## config.mk

```make
export PLATFORM = sky130hd
export DESIGN_NAME = spim_top
export DESIGN_NICKNAME = d
export VERILOG_FILES = /design/src/pkg/spim_pkg.sv /design/src/pkg/spim_fifo_if.sv /design/src/logic/spim_fifo.sv /design/src/logic/spim_top.sv
export SDC_FILE = /design/constraint.sdc
export NUM_CORES = 1
export LEC_CHECK = 0
export BUFFER_PORTS_ARGS = -buffer_cell sky130_fd_sc_hd__buf_4
export CORE_UTILIZATION = 60
export DETAILED_ROUTE_END_ITERATION = 10
export PLACE_DENSITY = 0.77
export SYNTH_ARGS = -nofsm -noshare
export SYNTH_HDL_FRONTEND = slang
export SYNTH_SLANG_ARGS = --single-unit
```

## constraint.sdc

```tcl
create_clock -name I_REF_CLK -period 8.8 [get_ports I_REF_CLK]
set_input_delay 0 -clock I_REF_CLK [delete_from_list [all_inputs] [get_ports I_REF_CLK]]
set_output_delay 0 -clock I_REF_CLK [all_outputs]
set_load 0.03 [all_outputs]
```

## src/pkg/spim_pkg.sv

```systemverilog
package spim_pkg;
    // APB register offsets (byte addresses)
    localparam int          AW         = 8;
    localparam logic [7:0]  OFF_CTRL   = 8'h00;
    localparam logic [7:0]  OFF_DIV    = 8'h04;
    localparam logic [7:0]  OFF_DATA   = 8'h08;
    localparam logic [7:0]  OFF_STAT   = 8'h0C;
    localparam logic [7:0]  OFF_CNT    = 8'h10;
    localparam logic [7:0]  OFF_ISTAT  = 8'h14;
    localparam logic [7:0]  OFF_ICLR   = 8'h18;
    localparam logic [7:0]  OFF_IEN    = 8'h1C;
    localparam logic [7:0]  OFF_TMO    = 8'h20;
    // Control field positions
    localparam int          CTRL_W     = 12;
    localparam int          CTRL_EN    = 0;
    localparam int          CTRL_CPHA  = 1;
    localparam int          CTRL_CPOL  = 2;
    localparam int          CTRL_LSB   = 3;
    localparam int          CTRL_RX    = 4;
    localparam int          CTRL_DMA   = 5;
    localparam int          CTRL_FLUSH = 6;
    localparam int          CTRL_WL    = 8;
    // Status field positions
    localparam int          STAT_LVL   = 0;
    localparam int          LVL_W      = 7;
    localparam int          STAT_EMPTY = 8;
    localparam int          STAT_FULL  = 9;
    localparam int          STAT_ACT   = 10;
    localparam int          STAT_BUSY  = 11;
    // Interrupt event bits
    localparam int          EV_N       = 3;
    localparam int          EV_RXTMO   = 0;
    localparam int          EV_DRAIN   = 1;
    localparam int          EV_TXDONE  = 2;
    // Reset values
    localparam logic [11:0] CTRL_RST   = 12'hF00;
    localparam logic [7:0]  DIV_RST    = 8'h01;
    // Timing: idle timeout default, in ns and in cycles of the 10 ns clock
    localparam int          CLK_NS     = 10;
    localparam int          TMO_NS     = 10000;
    localparam logic [15:0] TMO_RST    = 16'(TMO_NS / CLK_NS);
    // Cycles from last sampling edge to word hand-off (sync plus capture)
    localparam logic [1:0]  RX_LAT     = 2'h3;
    // Buffer shape
    localparam int          WORD_W     = 16;
    localparam int          DEPTH      = 64;

    typedef enum logic [1:0] {S_IDLE, S_RUN, S_TAIL} spim_state_e;
endpackage

```

## src/pkg/spim_fifo_if.sv

```systemverilog
`timescale 1ns/10ps
interface spim_fifo_if #(parameter int W = 16, parameter int DEPTH = 64);
    logic                     push_valid;
    logic                     push_ready;
    logic [W-1:0]             push_data;
    logic                     pop_valid;
    logic                     pop_ready;
    logic [W-1:0]             pop_data;
    logic                     flush;
    logic [$clog2(DEPTH):0]   level;

    modport ctrl (output push_valid, push_data, pop_ready, flush,
                  input  push_ready, pop_valid, pop_data, level);
    modport store (input  push_valid, push_data, pop_ready, flush,
                   output push_ready, pop_valid, pop_data, level);
endinterface

```

## src/logic/spim_fifo.sv

```systemverilog
`timescale 1ns/10ps
module spim_fifo #(
    parameter int W     = 16,
    parameter int DEPTH = 64
) (
    // Clock and reset
    input wire logic  clk,
    input wire logic  rst_n,
    // Buffer ports
    spim_fifo_if.store f
);
    localparam int AWF = $clog2(DEPTH);

    logic [W-1:0] mem_reg [DEPTH];
    logic [AWF-1:0] wr_reg;
    logic [AWF-1:0] rd_reg;
    logic [AWF:0]   cnt_reg;
    logic           push_ok;
    logic           pop_ok;

    // Honest full and empty straight from the count
    assign f.push_ready = cnt_reg != (AWF+1)'(DEPTH);
    assign f.pop_valid  = cnt_reg != '0;
    assign f.pop_data   = mem_reg[rd_reg];
    assign f.level      = cnt_reg;
    assign push_ok      = f.push_valid & f.push_ready;
    assign pop_ok       = f.pop_ready & f.pop_valid;

    // Storage needs no reset; only pointers and the count carry control meaning
    always_ff @(posedge clk) begin
        if (push_ok) begin
            mem_reg[wr_reg] <= f.push_data;
        end
    end

    // Pointers and fill count; depth is a power of two so pointers wrap
    always_ff @(posedge clk or negedge rst_n) begin
        if (!rst_n) begin
            wr_reg  <= '0;
            rd_reg  <= '0;
            cnt_reg <= '0;
        end else if (f.flush) begin
            wr_reg  <= '0;
            rd_reg  <= '0;
            cnt_reg <= '0;
        end else begin
            wr_reg  <= wr_reg + AWF'(push_ok);
            rd_reg  <= rd_reg + AWF'(pop_ok);
            cnt_reg <= cnt_reg + (AWF+1)'(push_ok) - (AWF+1)'(pop_ok);
        end
    end
endmodule // spim_fifo

```

## src/logic/spim_top.sv

```systemverilog
// What this block does
// - Master only; the block makes the serial clock, no slave mode.
// - One master, one slave per transfer; each transfer moves one word.
// - All four clock polarity and phase modes selectable.
// - Half duplex: data line carries either outgoing or incoming word.
// - Word length programmable from one to sixteen bits.
// - Configurable least or most significant bit first.
// - One sixty-four by sixteen buffer serves the current direction.
// - Busy input from the slave holds off new words.
// - DMA requests to fill transmit and drain receive words.
// - Receive timeout interrupt under DMA when incoming data stops.
// - Timed interrupt prompting software to drain leftover words.
// - Clock and data pins released to general purpose use when off.
//
// The implementer's own choices: the APB register port and the address map.
`timescale 1ns/10ps
module spim_top #(
    parameter int WORD_W = spim_pkg::WORD_W,
    parameter int DEPTH  = spim_pkg::DEPTH
) (
    // Clock and reset
    input  wire logic                     I_REF_CLK,
    input  wire logic                     I_ARST_N,
    // APB slave
    input  wire logic                     I_PSEL,
    input  wire logic                     I_PENABLE,
    input  wire logic                     I_PWRITE,
    input  wire logic [spim_pkg::AW-1:0]  I_PADDR,
    input  wire logic [31:0]              I_PWDATA,
    output logic      [31:0]              O_PRDATA,
    output logic                          O_PREADY,
    output logic                          O_PSLVERR,
    // Serial link
    output logic                          O_SCK,
    output logic                          O_SCK_OE,
    output logic                          O_SDIO_O,
    output logic                          O_SDIO_OE,
    input  wire logic                     I_SDIO_I,
    input  wire logic                     I_BUSY,
    // DMA and interrupt
    output logic                          O_DMA_TX_REQ,
    output logic                          O_DMA_RX_REQ,
    output logic                          O_IRQ,
    // Pin ownership: high while the controller owns the link pins
    output logic                          O_PIN_OWN
);
    import spim_pkg::*;

    spim_fifo_if #(.W(WORD_W), .DEPTH(DEPTH)) f ();

    spim_state_e       state_reg;
    logic [CTRL_W-1:0] ctrl_reg;
    logic [7:0]        div_reg;
    logic [15:0]       cnt_reg;
    logic [15:0]       tmo_reg;
    logic [15:0]       tcnt_reg;
    logic [EV_N-1:0]   ist_reg;
    logic [EV_N-1:0]   ien_reg;
    logic [EV_N-1:0]   ev;
    logic [31:0]       rdata;
    logic [31:0]       prdata_reg;
    logic              pready_reg;
    logic              rd_ok_reg;
    logic              busy_s1_reg;
    logic              busy_s2_reg;
    logic              din_s1_reg;
    logic              din_s2_reg;
    logic [7:0]        hcnt_reg;
    logic [5:0]        edge_reg;
    logic              sck_reg;
    logic [15:0]       tx_sh_reg;
    logic [15:0]       rx_sh_reg;
    logic [2:0]        samp_reg;
    logic [1:0]        tail_reg;
    logic              en;
    logic              cpha;
    logic              cpol;
    logic              lsb;
    logic              rx;
    logic              dma;
    logic [4:0]        wlen;
    logic [5:0]        edges;
    logic              acc;
    logic              done;
    logic              wr;
    logic              rd;
    logic              is_data;
    logic              start;
    logic              tick;
    logic              lead;
    logic              samp_edge;
    logic              shift_edge;
    logic              eng_push;
    logic              eng_pop;
    logic              tmo_cond;
    logic              tmo_fire;
    logic [15:0]       rx_word;

    // Register map decode for the error answer; the read mux decodes with its own case
    function automatic logic addr_hit(input logic [AW-1:0] a);
        return a == OFF_CTRL || a == OFF_DIV || a == OFF_DATA || a == OFF_STAT
            || a == OFF_CNT || a == OFF_ISTAT || a == OFF_ICLR || a == OFF_IEN
            || a == OFF_TMO;
    endfunction

    // Reverse the low n bits so the shifter always sends bit 0 first
    function automatic logic [15:0] rev_bits(input logic [15:0] w, input logic [4:0] n);
        logic [15:0] r;
        int          j;
        r = '0;
        for (int i = 0; i < 16; i++) begin
            j = int'(n) - 1 - i;
            if (j >= 0) begin
                r[i] = w[j];
            end
        end
        return r;
    endfunction

    spim_fifo #(.W(WORD_W), .DEPTH(DEPTH)) u_fifo (
        .clk   (I_REF_CLK),
        .rst_n (I_ARST_N),
        .f     (f.store)
    );

    // Control fields
    assign en    = ctrl_reg[CTRL_EN];
    assign cpha  = ctrl_reg[CTRL_CPHA];
    assign cpol  = ctrl_reg[CTRL_CPOL];
    assign lsb   = ctrl_reg[CTRL_LSB];
    assign rx    = ctrl_reg[CTRL_RX];
    assign dma   = ctrl_reg[CTRL_DMA];
    assign wlen  = {1'b0, ctrl_reg[CTRL_WL+:4]} + 5'h01;
    assign edges = {wlen, 1'b0};

    // APB handshake: one wait state so read data comes from a flip-flop
    assign acc       = I_PSEL & I_PENABLE;
    assign done      = acc & pready_reg;
    assign wr        = done & I_PWRITE;
    assign rd        = done & ~I_PWRITE;
    assign is_data   = I_PADDR == OFF_DATA;
    assign O_PREADY  = pready_reg;
    assign O_PRDATA  = prdata_reg;
    assign O_PSLVERR = done & ~addr_hit(I_PADDR);

    // Read mux; the clear register reads as zero
    always_comb begin
        rdata = '0;
        case (I_PADDR)
            OFF_CTRL:  rdata[CTRL_W-1:0] = ctrl_reg;
            OFF_DIV:   rdata[7:0] = div_reg;
            OFF_DATA:  rdata[WORD_W-1:0] = f.pop_data;
            OFF_STAT: begin
                rdata[STAT_LVL+:LVL_W] = LVL_W'(f.level);
                rdata[STAT_EMPTY]      = ~f.pop_valid;
                rdata[STAT_FULL]       = ~f.push_ready;
                rdata[STAT_ACT]        = state_reg != S_IDLE;
                rdata[STAT_BUSY]       = busy_s2_reg;
            end
            OFF_CNT:   rdata[15:0] = cnt_reg;
            OFF_ISTAT: rdata[EV_N-1:0] = ist_reg;
            OFF_IEN:   rdata[EV_N-1:0] = ien_reg;
            OFF_TMO:   rdata[15:0] = tmo_reg;
            default: ;
        endcase
    end

    // Bus answer registers; read data is captured in the wait cycle
    always_ff @(posedge I_REF_CLK or negedge I_ARST_N) begin
        if (!I_ARST_N) begin
            pready_reg <= 1'b0;
            prdata_reg <= '0;
            rd_ok_reg  <= 1'b0;
        end else begin
            pready_reg <= acc & ~pready_reg;
            if (acc && !pready_reg && !I_PWRITE) begin
                prdata_reg <= rdata;
                rd_ok_reg  <= f.pop_valid; // Pop only a word that was returned
            end
        end
    end

    // Software-written configuration
    always_ff @(posedge I_REF_CLK or negedge I_ARST_N) begin
        if (!I_ARST_N) begin
            ctrl_reg <= CTRL_RST;
            div_reg  <= DIV_RST;
            tmo_reg  <= TMO_RST;
            ien_reg  <= '0;
        end else if (wr) begin
            case (I_PADDR)
                OFF_CTRL: begin
                    ctrl_reg             <= I_PWDATA[CTRL_W-1:0];
                    ctrl_reg[CTRL_FLUSH] <= 1'b0; // Flush is a strobe, not stored
                end
                OFF_DIV:  div_reg <= I_PWDATA[7:0];
                OFF_TMO:  tmo_reg <= I_PWDATA[15:0];
                OFF_IEN:  ien_reg <= I_PWDATA[EV_N-1:0];
                default: ;
            endcase
        end
    end

    // Words still to clock in; loaded by software, counted down per word
    always_ff @(posedge I_REF_CLK or negedge I_ARST_N) begin
        if (!I_ARST_N) begin
            cnt_reg <= '0;
        end else if (wr && I_PADDR == OFF_CNT) begin
            cnt_reg <= I_PWDATA[15:0];
        end else if (start && rx) begin
            cnt_reg <= cnt_reg - 16'h0001;
        end
    end

    // Buffer serves one direction at a time: bus fills for send, engine for receive
    assign f.push_valid = rx ? eng_push : (wr & is_data);
    assign f.push_data  = rx ? rx_word : I_PWDATA[WORD_W-1:0];
    assign f.pop_ready  = rx ? (rd & is_data & rd_ok_reg) : eng_pop;
    assign f.flush      = wr & (I_PADDR == OFF_CTRL) & I_PWDATA[CTRL_FLUSH];

    // DMA requests follow buffer room when sending and buffered words when receiving
    assign O_DMA_TX_REQ = en & dma & ~rx & f.push_ready;
    assign O_DMA_RX_REQ = en & dma & rx & f.pop_valid;

    // Pin inputs pass two flip-flops before any logic looks at them
    always_ff @(posedge I_REF_CLK or negedge I_ARST_N) begin
        if (!I_ARST_N) begin
            busy_s1_reg <= 1'b0;
            busy_s2_reg <= 1'b0;
            din_s1_reg  <= 1'b0;
            din_s2_reg  <= 1'b0;
        end else begin
            busy_s1_reg <= I_BUSY;
            busy_s2_reg <= busy_s1_reg;
            din_s1_reg  <= I_SDIO_I;
            din_s2_reg  <= din_s1_reg;
        end
    end

    // A word starts only when enabled, the slave is not busy and work is queued
    assign start = en && state_reg == S_IDLE && !busy_s2_reg
                && (rx ? (cnt_reg != '0 && f.push_ready) : f.pop_valid);
    assign eng_pop  = start & ~rx;
    assign eng_push = rx && state_reg == S_TAIL && tail_reg == '0;

    // Edge bookkeeping: even edges lead, phase picks which ones sample
    assign tick       = state_reg == S_RUN && hcnt_reg == '0;
    assign lead       = ~edge_reg[0];
    assign samp_edge  = tick & (lead ^ cpha);
    assign shift_edge = tick & ~(lead ^ cpha) & (edge_reg != '0);

    // Word engine: one master, one slave, one word per pass
    always_ff @(posedge I_REF_CLK or negedge I_ARST_N) begin
        if (!I_ARST_N) begin
            state_reg <= S_IDLE;
            hcnt_reg  <= '0;
            edge_reg  <= '0;
            tail_reg  <= '0;
        end else begin
            unique case (state_reg)
                S_IDLE: begin
                    if (start) begin
                        state_reg <= S_RUN;
                        hcnt_reg  <= div_reg;
                        edge_reg  <= '0;
                    end
                end
                S_RUN: begin
                    if (tick) begin
                        hcnt_reg <= div_reg; // Half period is div+1 clocks
                        edge_reg <= edge_reg + 6'h01;
                        if (edge_reg == edges - 6'h01) begin
                            state_reg <= S_TAIL;
                            tail_reg  <= RX_LAT;
                        end
                    end else begin
                        hcnt_reg <= hcnt_reg - 8'h01;
                    end
                end
                S_TAIL: begin
                    // Waits out the input synchroniser before handing the word on
                    if (tail_reg == '0) begin
                        state_reg <= S_IDLE;
                    end else begin
                        tail_reg <= tail_reg - 2'h1;
                    end
                end
            endcase
        end
    end

    // Serial clock: made here, parked at the polarity level between words
    always_ff @(posedge I_REF_CLK or negedge I_ARST_N) begin
        if (!I_ARST_N) begin
            sck_reg <= 1'b0;
        end else if (state_reg == S_IDLE) begin
            sck_reg <= cpol;
        end else if (tick) begin
            sck_reg <= ~sck_reg;
        end
    end

    // Transmit shifter always sends bit 0; order is fixed at load time
    always_ff @(posedge I_REF_CLK or negedge I_ARST_N) begin
        if (!I_ARST_N) begin
            tx_sh_reg <= '0;
        end else if (eng_pop) begin
            tx_sh_reg <= lsb ? 16'(f.pop_data) : rev_bits(16'(f.pop_data), wlen);
        end else if (shift_edge && !rx) begin
            tx_sh_reg <= {1'b0, tx_sh_reg[15:1]};
        end
    end

    // Sample strobe delayed to line up with the synchronised data input
    always_ff @(posedge I_REF_CLK or negedge I_ARST_N) begin
        if (!I_ARST_N) begin
            samp_reg <= '0;
        end else begin
            samp_reg <= {samp_reg[1:0], samp_edge & rx};
        end
    end

    // Receive shifter; bit order chooses the end bits enter from
    always_ff @(posedge I_REF_CLK or negedge I_ARST_N) begin
        if (!I_ARST_N) begin
            rx_sh_reg <= '0;
        end else if (start) begin
            rx_sh_reg <= '0;
        end else if (samp_reg[2]) begin
            if (lsb) begin
                rx_sh_reg <= {din_s2_reg, rx_sh_reg[15:1]};
            end else begin
                rx_sh_reg <= {rx_sh_reg[14:0], din_s2_reg};
            end
        end
    end
    assign rx_word = lsb ? (rx_sh_reg >> (5'h10 - wlen)) : rx_sh_reg;

    // Line drive: data pin driven only while sending, never while receiving
    assign O_SCK     = sck_reg;
    assign O_SDIO_O  = tx_sh_reg[0];
    assign O_SDIO_OE = en & ~rx & (state_reg != S_IDLE);
    assign O_SCK_OE  = en;
    assign O_PIN_OWN = en;

    // Idle timer: words left in the buffer while nothing arrives
    assign tmo_cond = en && rx && f.pop_valid && state_reg == S_IDLE;
    assign tmo_fire = tmo_cond && tmo_reg != '0 && tcnt_reg == tmo_reg - 16'h0001;
    always_ff @(posedge I_REF_CLK or negedge I_ARST_N) begin
        if (!I_ARST_N) begin
            tcnt_reg <= '0;
        end else if (!tmo_cond) begin
            tcnt_reg <= '0;
        end else if (tcnt_reg != tmo_reg) begin
            tcnt_reg <= tcnt_reg + 16'h0001;
        end
    end

    // Events: DMA receive timeout, drain prompt, end of a send sequence
    assign ev[EV_RXTMO]  = tmo_fire & dma;
    assign ev[EV_DRAIN]  = tmo_fire & ~dma;
    assign ev[EV_TXDONE] = ~rx && state_reg == S_TAIL && tail_reg == '0 && !f.pop_valid;

    // Sticky status; a new event wins over a clear in the same cycle
    always_ff @(posedge I_REF_CLK or negedge I_ARST_N) begin
        if (!I_ARST_N) begin
            ist_reg <= '0;
        end else if (wr && I_PADDR == OFF_ICLR) begin
            ist_reg <= (ist_reg & ~I_PWDATA[EV_N-1:0]) | ev;
        end else begin
            ist_reg <= ist_reg | ev;
        end
    end
    assign O_IRQ = |(ist_reg & ien_reg);
endmodule // spim_top

```

# == Word-level counts from Yosys, hierarchy flattened ==
# Memories as Yosys holds them, arrays and structs flattened.
# Cells that the tools add are included.
# word_totals
mem_bits_rw,1024
output_inout_bits,42
n_memories,1
inputBits,47
elab_cells,316
register_bits,168
# memory_table
memory,depth,word_bits,rd,rd_clocked_by_memory_dff,wr,line_no,text
u_fifo.mem_reg,64,16,1,0,1,spim_fifo.sv:14,logic [W-1:0] mem_reg [DEPTH];
# op_classes
add_sub_neg,29
mux,107
order_cmp,32
eq_ne,20
bitwise,43
reduce_logical,58
shifts,1
# ops
cell,count
$ge A32 B1 Y1 const B,14
$lt A32 B6 Y1 const B,14
$mux W16,12
$bmux W1 S4,16
$sub A6 B5 Y7 const B,8
$mux W1,55
$eq A8 B5 Y1 const B,4
$reduce_bool A16 Y1,2
$sub A16 B1 Y16 const B,2
$sub A6 B4 Y7 const B,4
$and A1 B1 Y1,27
$mux W6,4
$pmux W3 S8,1
$pmux W4 S6,1
$logic_and A1 B1 Y1,21
$pmux W4 S5,1
$add A16 B1 Y16 const B,1
$eq A16 B16 Y1,1
$eq A8 B4 Y1 const B,2
$logic_not A8 Y1,2
$mux W8,2
$ne A16 B16 Y1,1
$pmux W8 S2,1
$shr A16 B5 Y16,1
47 further kinds,93

# == Longest topological paths before layout ==
# logic_depth
ltp_word,11
mapped_depth,19
depth_no_buf,19

# == Modules after synthesis ==
# From an unflattened synthesis, not the netlist that was laid out.
# hier_totals
cells_unflattened,3095
area_unflattened_um2,51055.2
# by_module_without_submodules
mod,area_per_inst_um2,n_inst,cells_per_inst,seq_area_each_um2
spim_fifo,40249.9,1,1894,31224.9
spim_top,10805.4,1,1201,3742.3

# == Least setup slack after synthesis ==
# OpenSTA, ideal clock, no wires.
# synth_timing
kind,register -> register
start,register ctrl_reg[8]
end,memory u_fifo.mem_reg[0][1] (data pin)
slack_ns,3.333
path_stages_with_launch,13
arrival_ns,4.918
synth_period_minus_slack_ns,5.467
path_cell_list,dfstp_2 inv_1 clkbuf_1 ha_1 or3_1 a21oi_1 xnor2_1 inv_1 clkbuf_1 or3_1 o21ai_0 a21oi_1 a21oi_1
# synth_via
elab_chain_len,5
# synth_lines
element,line_no,text
"start, declared",spim_top.sv:52,logic [CTRL_W-1:0] ctrl_reg;
"start signal, assigned",spim_top.sv:193,ctrl_reg <= I_PWDATA[CTRL_W-1:0];
$add A4 B1 Y5,spim_top.sv:133,"assign wlen = {1'b0, ctrl_reg[CTRL_WL+:4]} + 5'h01;"
$sub A5 B5 Y5,spim_top.sv:337,assign rx_word = lsb ? (rx_sh_reg >> (5'h10 - wlen)) : rx_sh_reg;
$shr A16 B5 Y16,spim_top.sv:337,
$mux W16,spim_top.sv:337,
$mux W16,spim_top.sv:217,assign f.push_data = rx ? rx_word : I_PWDATA[WORD_W-1:0];
net f.push_data[1],spim_fifo_if.sv:5,logic [W-1:0] push_data;
"end, declared",spim_fifo.sv:14,
# The timed path passes the listed nets, and every way through them passes these cells.

# == Worst setup path after layout ==
# layout_timing
start,register ctrl_reg[8]
end,memory u_fifo.mem_reg[9][4] (data pin)
# Same word-level chain as after synthesis.

==> results.py <==
metrics = {
    "placed_design": {
        "dp.cells": 4263,
        "dp_hpwl_um": 83900,
        "place_area_um2": 53400,
        "io_buffers": 56,
        "routabilityCongestion": 0.921,
    },
    "critical_path": {
        "cp-end-kind": "register",
        "required_ns": 9.32,
        "cp.arrival_ns": 5.97,
        "setup.worst_path.end": "u_fifo.mem_reg[9][4]$_DFFE_PP_",
        "worstSetupStartpointType": "register",
        "crit_type": "register to register",
        "cp_max_fo": 41,
        "r2r-end": "u_fifo.mem_reg[9][4]$_DFFE_PP_",
        "r2r_cells": 12,
        "crit_path_start": "ctrl_reg[8]$_DFFE_PN1P_",
        "reg2reg_slack_ns": 3.36,
        "worst_r2r_startpoint": "ctrl_reg[8]$_DFFE_PN1P_",
    },
    "logic_synthesis": {
        "syn_inst": 3126,
        "avgSynthCellArea_um2": 16.4,
        "ys_seq_area_share_pct": 68.2,
        "async_reset_ff_share_pct": 14.1,
        "yosys_warnings": 0,
        "ys_seq_elements": 1192,
        "synth_cell_types": 83,
        "netlist_area_um2": 51300,
        "ys.flop_type": "edfxtp_1",
        "synth.largest_area_cell": "edfxtp_1",
        "synth-edff-count": 1024,
        "synth.area.top_cells": "edfxtp_1 60%, mux4_2 12%, dfrtp_1 7.7%, mux2i_1 2.1%, nor2_1 1.6%",
        "yosysTopAreaCellShare_pct": 59.9,
    },
    "route": {
        "drc": 0,
        "vias": 30700,
        "via_per_inst": 6.78,
        "wl_met2_um": 66100,
        "wl_per_cell_um": 30.8,
        "wl_met3_um": 14300,
        "drtAntennaViolNets": 0,
        "drt_wl_total_um": 139000,
        "wl_met1_um": 52800,
        "initialDrtViolationCount": 3908,
        "first_pass_iters": 5,
        "top_layer": "met4",
    },
    "timing": {
        "period_needed_ns": 5.44,
        "final-setup-viol-count": 0,
        "period_share_pct": 61.9,
        "holdWs_ns": 0.0229,
        "max-slew-margin-rel_pct": 10.9,
        "tightestPinTransition_ns": 1.34,
        "max_freq_mhz": 184,
        "fin_tns_setup_ns": 0,
        "skew_ns": 0.0734,
        "hold_violations": 0,
        "rsz0062_at_grt": "no",
        "maxSlewViolCount": 0,
    },
    "worst_hold_path": {
        "holdCritPathClass": "input pin to asynchronous set/reset pin",
    },
    "floorplanning": {
        "fp-row-count": 106,
        "ios": 89,
        "core_um2": 84100,
        "initial_core_util_pct": 61.0,
        "die_y_um": 294,
        "die_w_um": 294,
        "dieArea_um2": 86700,
    },
    "flow_run": {
        "drv_cap": 0,
    },
    "clocking": {
        "cts_setup_buffers": 0,
        "clock_latency_ns": 0.72,
        "cts_tree": "yes",
        "cts_buffer_depth": 3,
        "cts.htree.levels": 3,
        "path_clk_slew_ns": 0.06,
        "numCtsBuffers": 114,
        "root_buffer": "clkbuf_16",
        "cts.sinks": 1192,
    },
    "global_route": {
        "antenna_found_initial": 2,
        "gr-total-overflow": 0,
        "grt_pass1_wl_um": 203000,
        "grt_pass1_vias": 30400,
        "grt_max_degree": 111,
        "grt_usage_pct": 32.7,
    },
    "power": {
        "power_leakage_nw": 18.9,
        "p_per_area_nw_per_um2": 242,
        "vdd_drop_max_v": 0.000238,
    },
    "finish": {
        "nets": 3380,
        "areaGrowthSynthToFinish_pct": 12.6,
        "design_area_um2": 57800,
        "utilization_pct": 68.7,
        "instances_no_fill": 4527,
        "final_cell_mix": "1024 x edfxtp_1, 267 x mux4_2, 220 x nor2_1, 172 x nand2_1, 165 x buf_4",
        "final_common_cell": "edfxtp_1",
        "largest_register_ffs": 1024,
        "drive_gt1_share_pct": 20.8,
    },
    "run_status": {
        "status": "complete, no violations",
    },
}
## cell usage after synthesis (33+ instances only)
cell type / number
nor3_1: 33
a22oi_1: 70
nand2_1: 172
dfrtp_1: 157
mux2_2: 45
mux4_2: 267
o21ai_0: 95
edfxtp_1: 1024
a21oi_1: 149
nor2b_1: 45
ha_1: 38
clkbuf_1: 97
xnor2_1: 61
inv_1: 55
nor2_1: 220
mux2i_1: 110
nand3_1: 52
## cell type report
type	instances	area, um2
Fill cell	5341	26300
Tap cell	1134	1420
Clock inverter	65	820
Inverter	56	210
Timing Repair Buffer	219	1820
Clock buffer	149	3080
Sequential cell	1192	35000
Antenna cell	1	2.50
Multi-Input combinational cell	1711	15400
## worst min path at each step
stage / slack [ns] / endpoint / startpoint
after floorplan: -0.30 / O_PRDATA[0]$_DFFE_PN0P_ / I_ARST_N
after global placement: 0.11 / din_s1_reg$_DFF_PN0_ / I_SDIO_I
after detailed placement: 0.12 / din_s1_reg$_DFF_PN0_ / I_SDIO_I
after CTS: 0.06 / u_fifo.wr_reg[5]$_DFF_PN0_ / I_ARST_N
after global routing: 0.12 / tx_sh_reg[5]$_DFFE_PN0P_ / I_ARST_N
final: 0.02 / tx_sh_reg[5]$_DFFE_PN0P_ / I_ARST_N
## routing by layer
layer / up-vias / GRT usage [%]
met5: - / 0
met4: 0 / 13.5
met3: 335 / 6.49
met2: 1952 / 50.8
met1: 15700 / 45.8
li1: 12700 / -
## per-stage QoR
stage	power [W]	worst slack (ns)
after floorplan	0.00822	3.33
after global placement	0.00885	3.62
after detailed placement	0.00899	3.46
after CTS	0.0140	3.41
after global routing	0.0144	3.01
final	0.0140	3.36
## critical path: stages, from the launching register on
cell and delay (ns):
dfstp_2 0.52, inv_1 0.26, ha_2 0.86, buf_4 0.45, o21ai_0 0.16, a21oi_1 0.29
xnor2_1 0.12, inv_1 0.57, nor2_1 0.11, o32ai_1 0.28, a21oi_1 0.20, a21oi_4 0.95
buf_4 0.44
## timing repair
action                    in CTS  in global routing
hold buffers                  49                  0
gates resized for setup        0                  0
hold endpoints to repair     172                  0
## power breakdown
group / internal [W] / total [W] / switching [W]
clock network: 0.00294 / 0.00508 / 0.00214
logic: 0.000432 / 0.00177 / 0.00133
registers: 0.00701 / 0.00715 / 0.000138
## kinds of logic (layout without fill, tap and decap cells)
group | count (synthesis) | in the layout | synth area share, %
flops | 1192 | 1192 | 68.2
fa+ha+maj | 39 | 39 | 0.966
other cells | 1 | 17 | 0.00731
compound gates | 486 | 486 | 6.07
buf+inv | 238 | 489 | 2.34
mux | 422 | 422 | 14.9
simple gates | 656 | 656 | 6.01
xor+xnor | 92 | 92 | 1.60
Power figures use the tool's default switching activity.
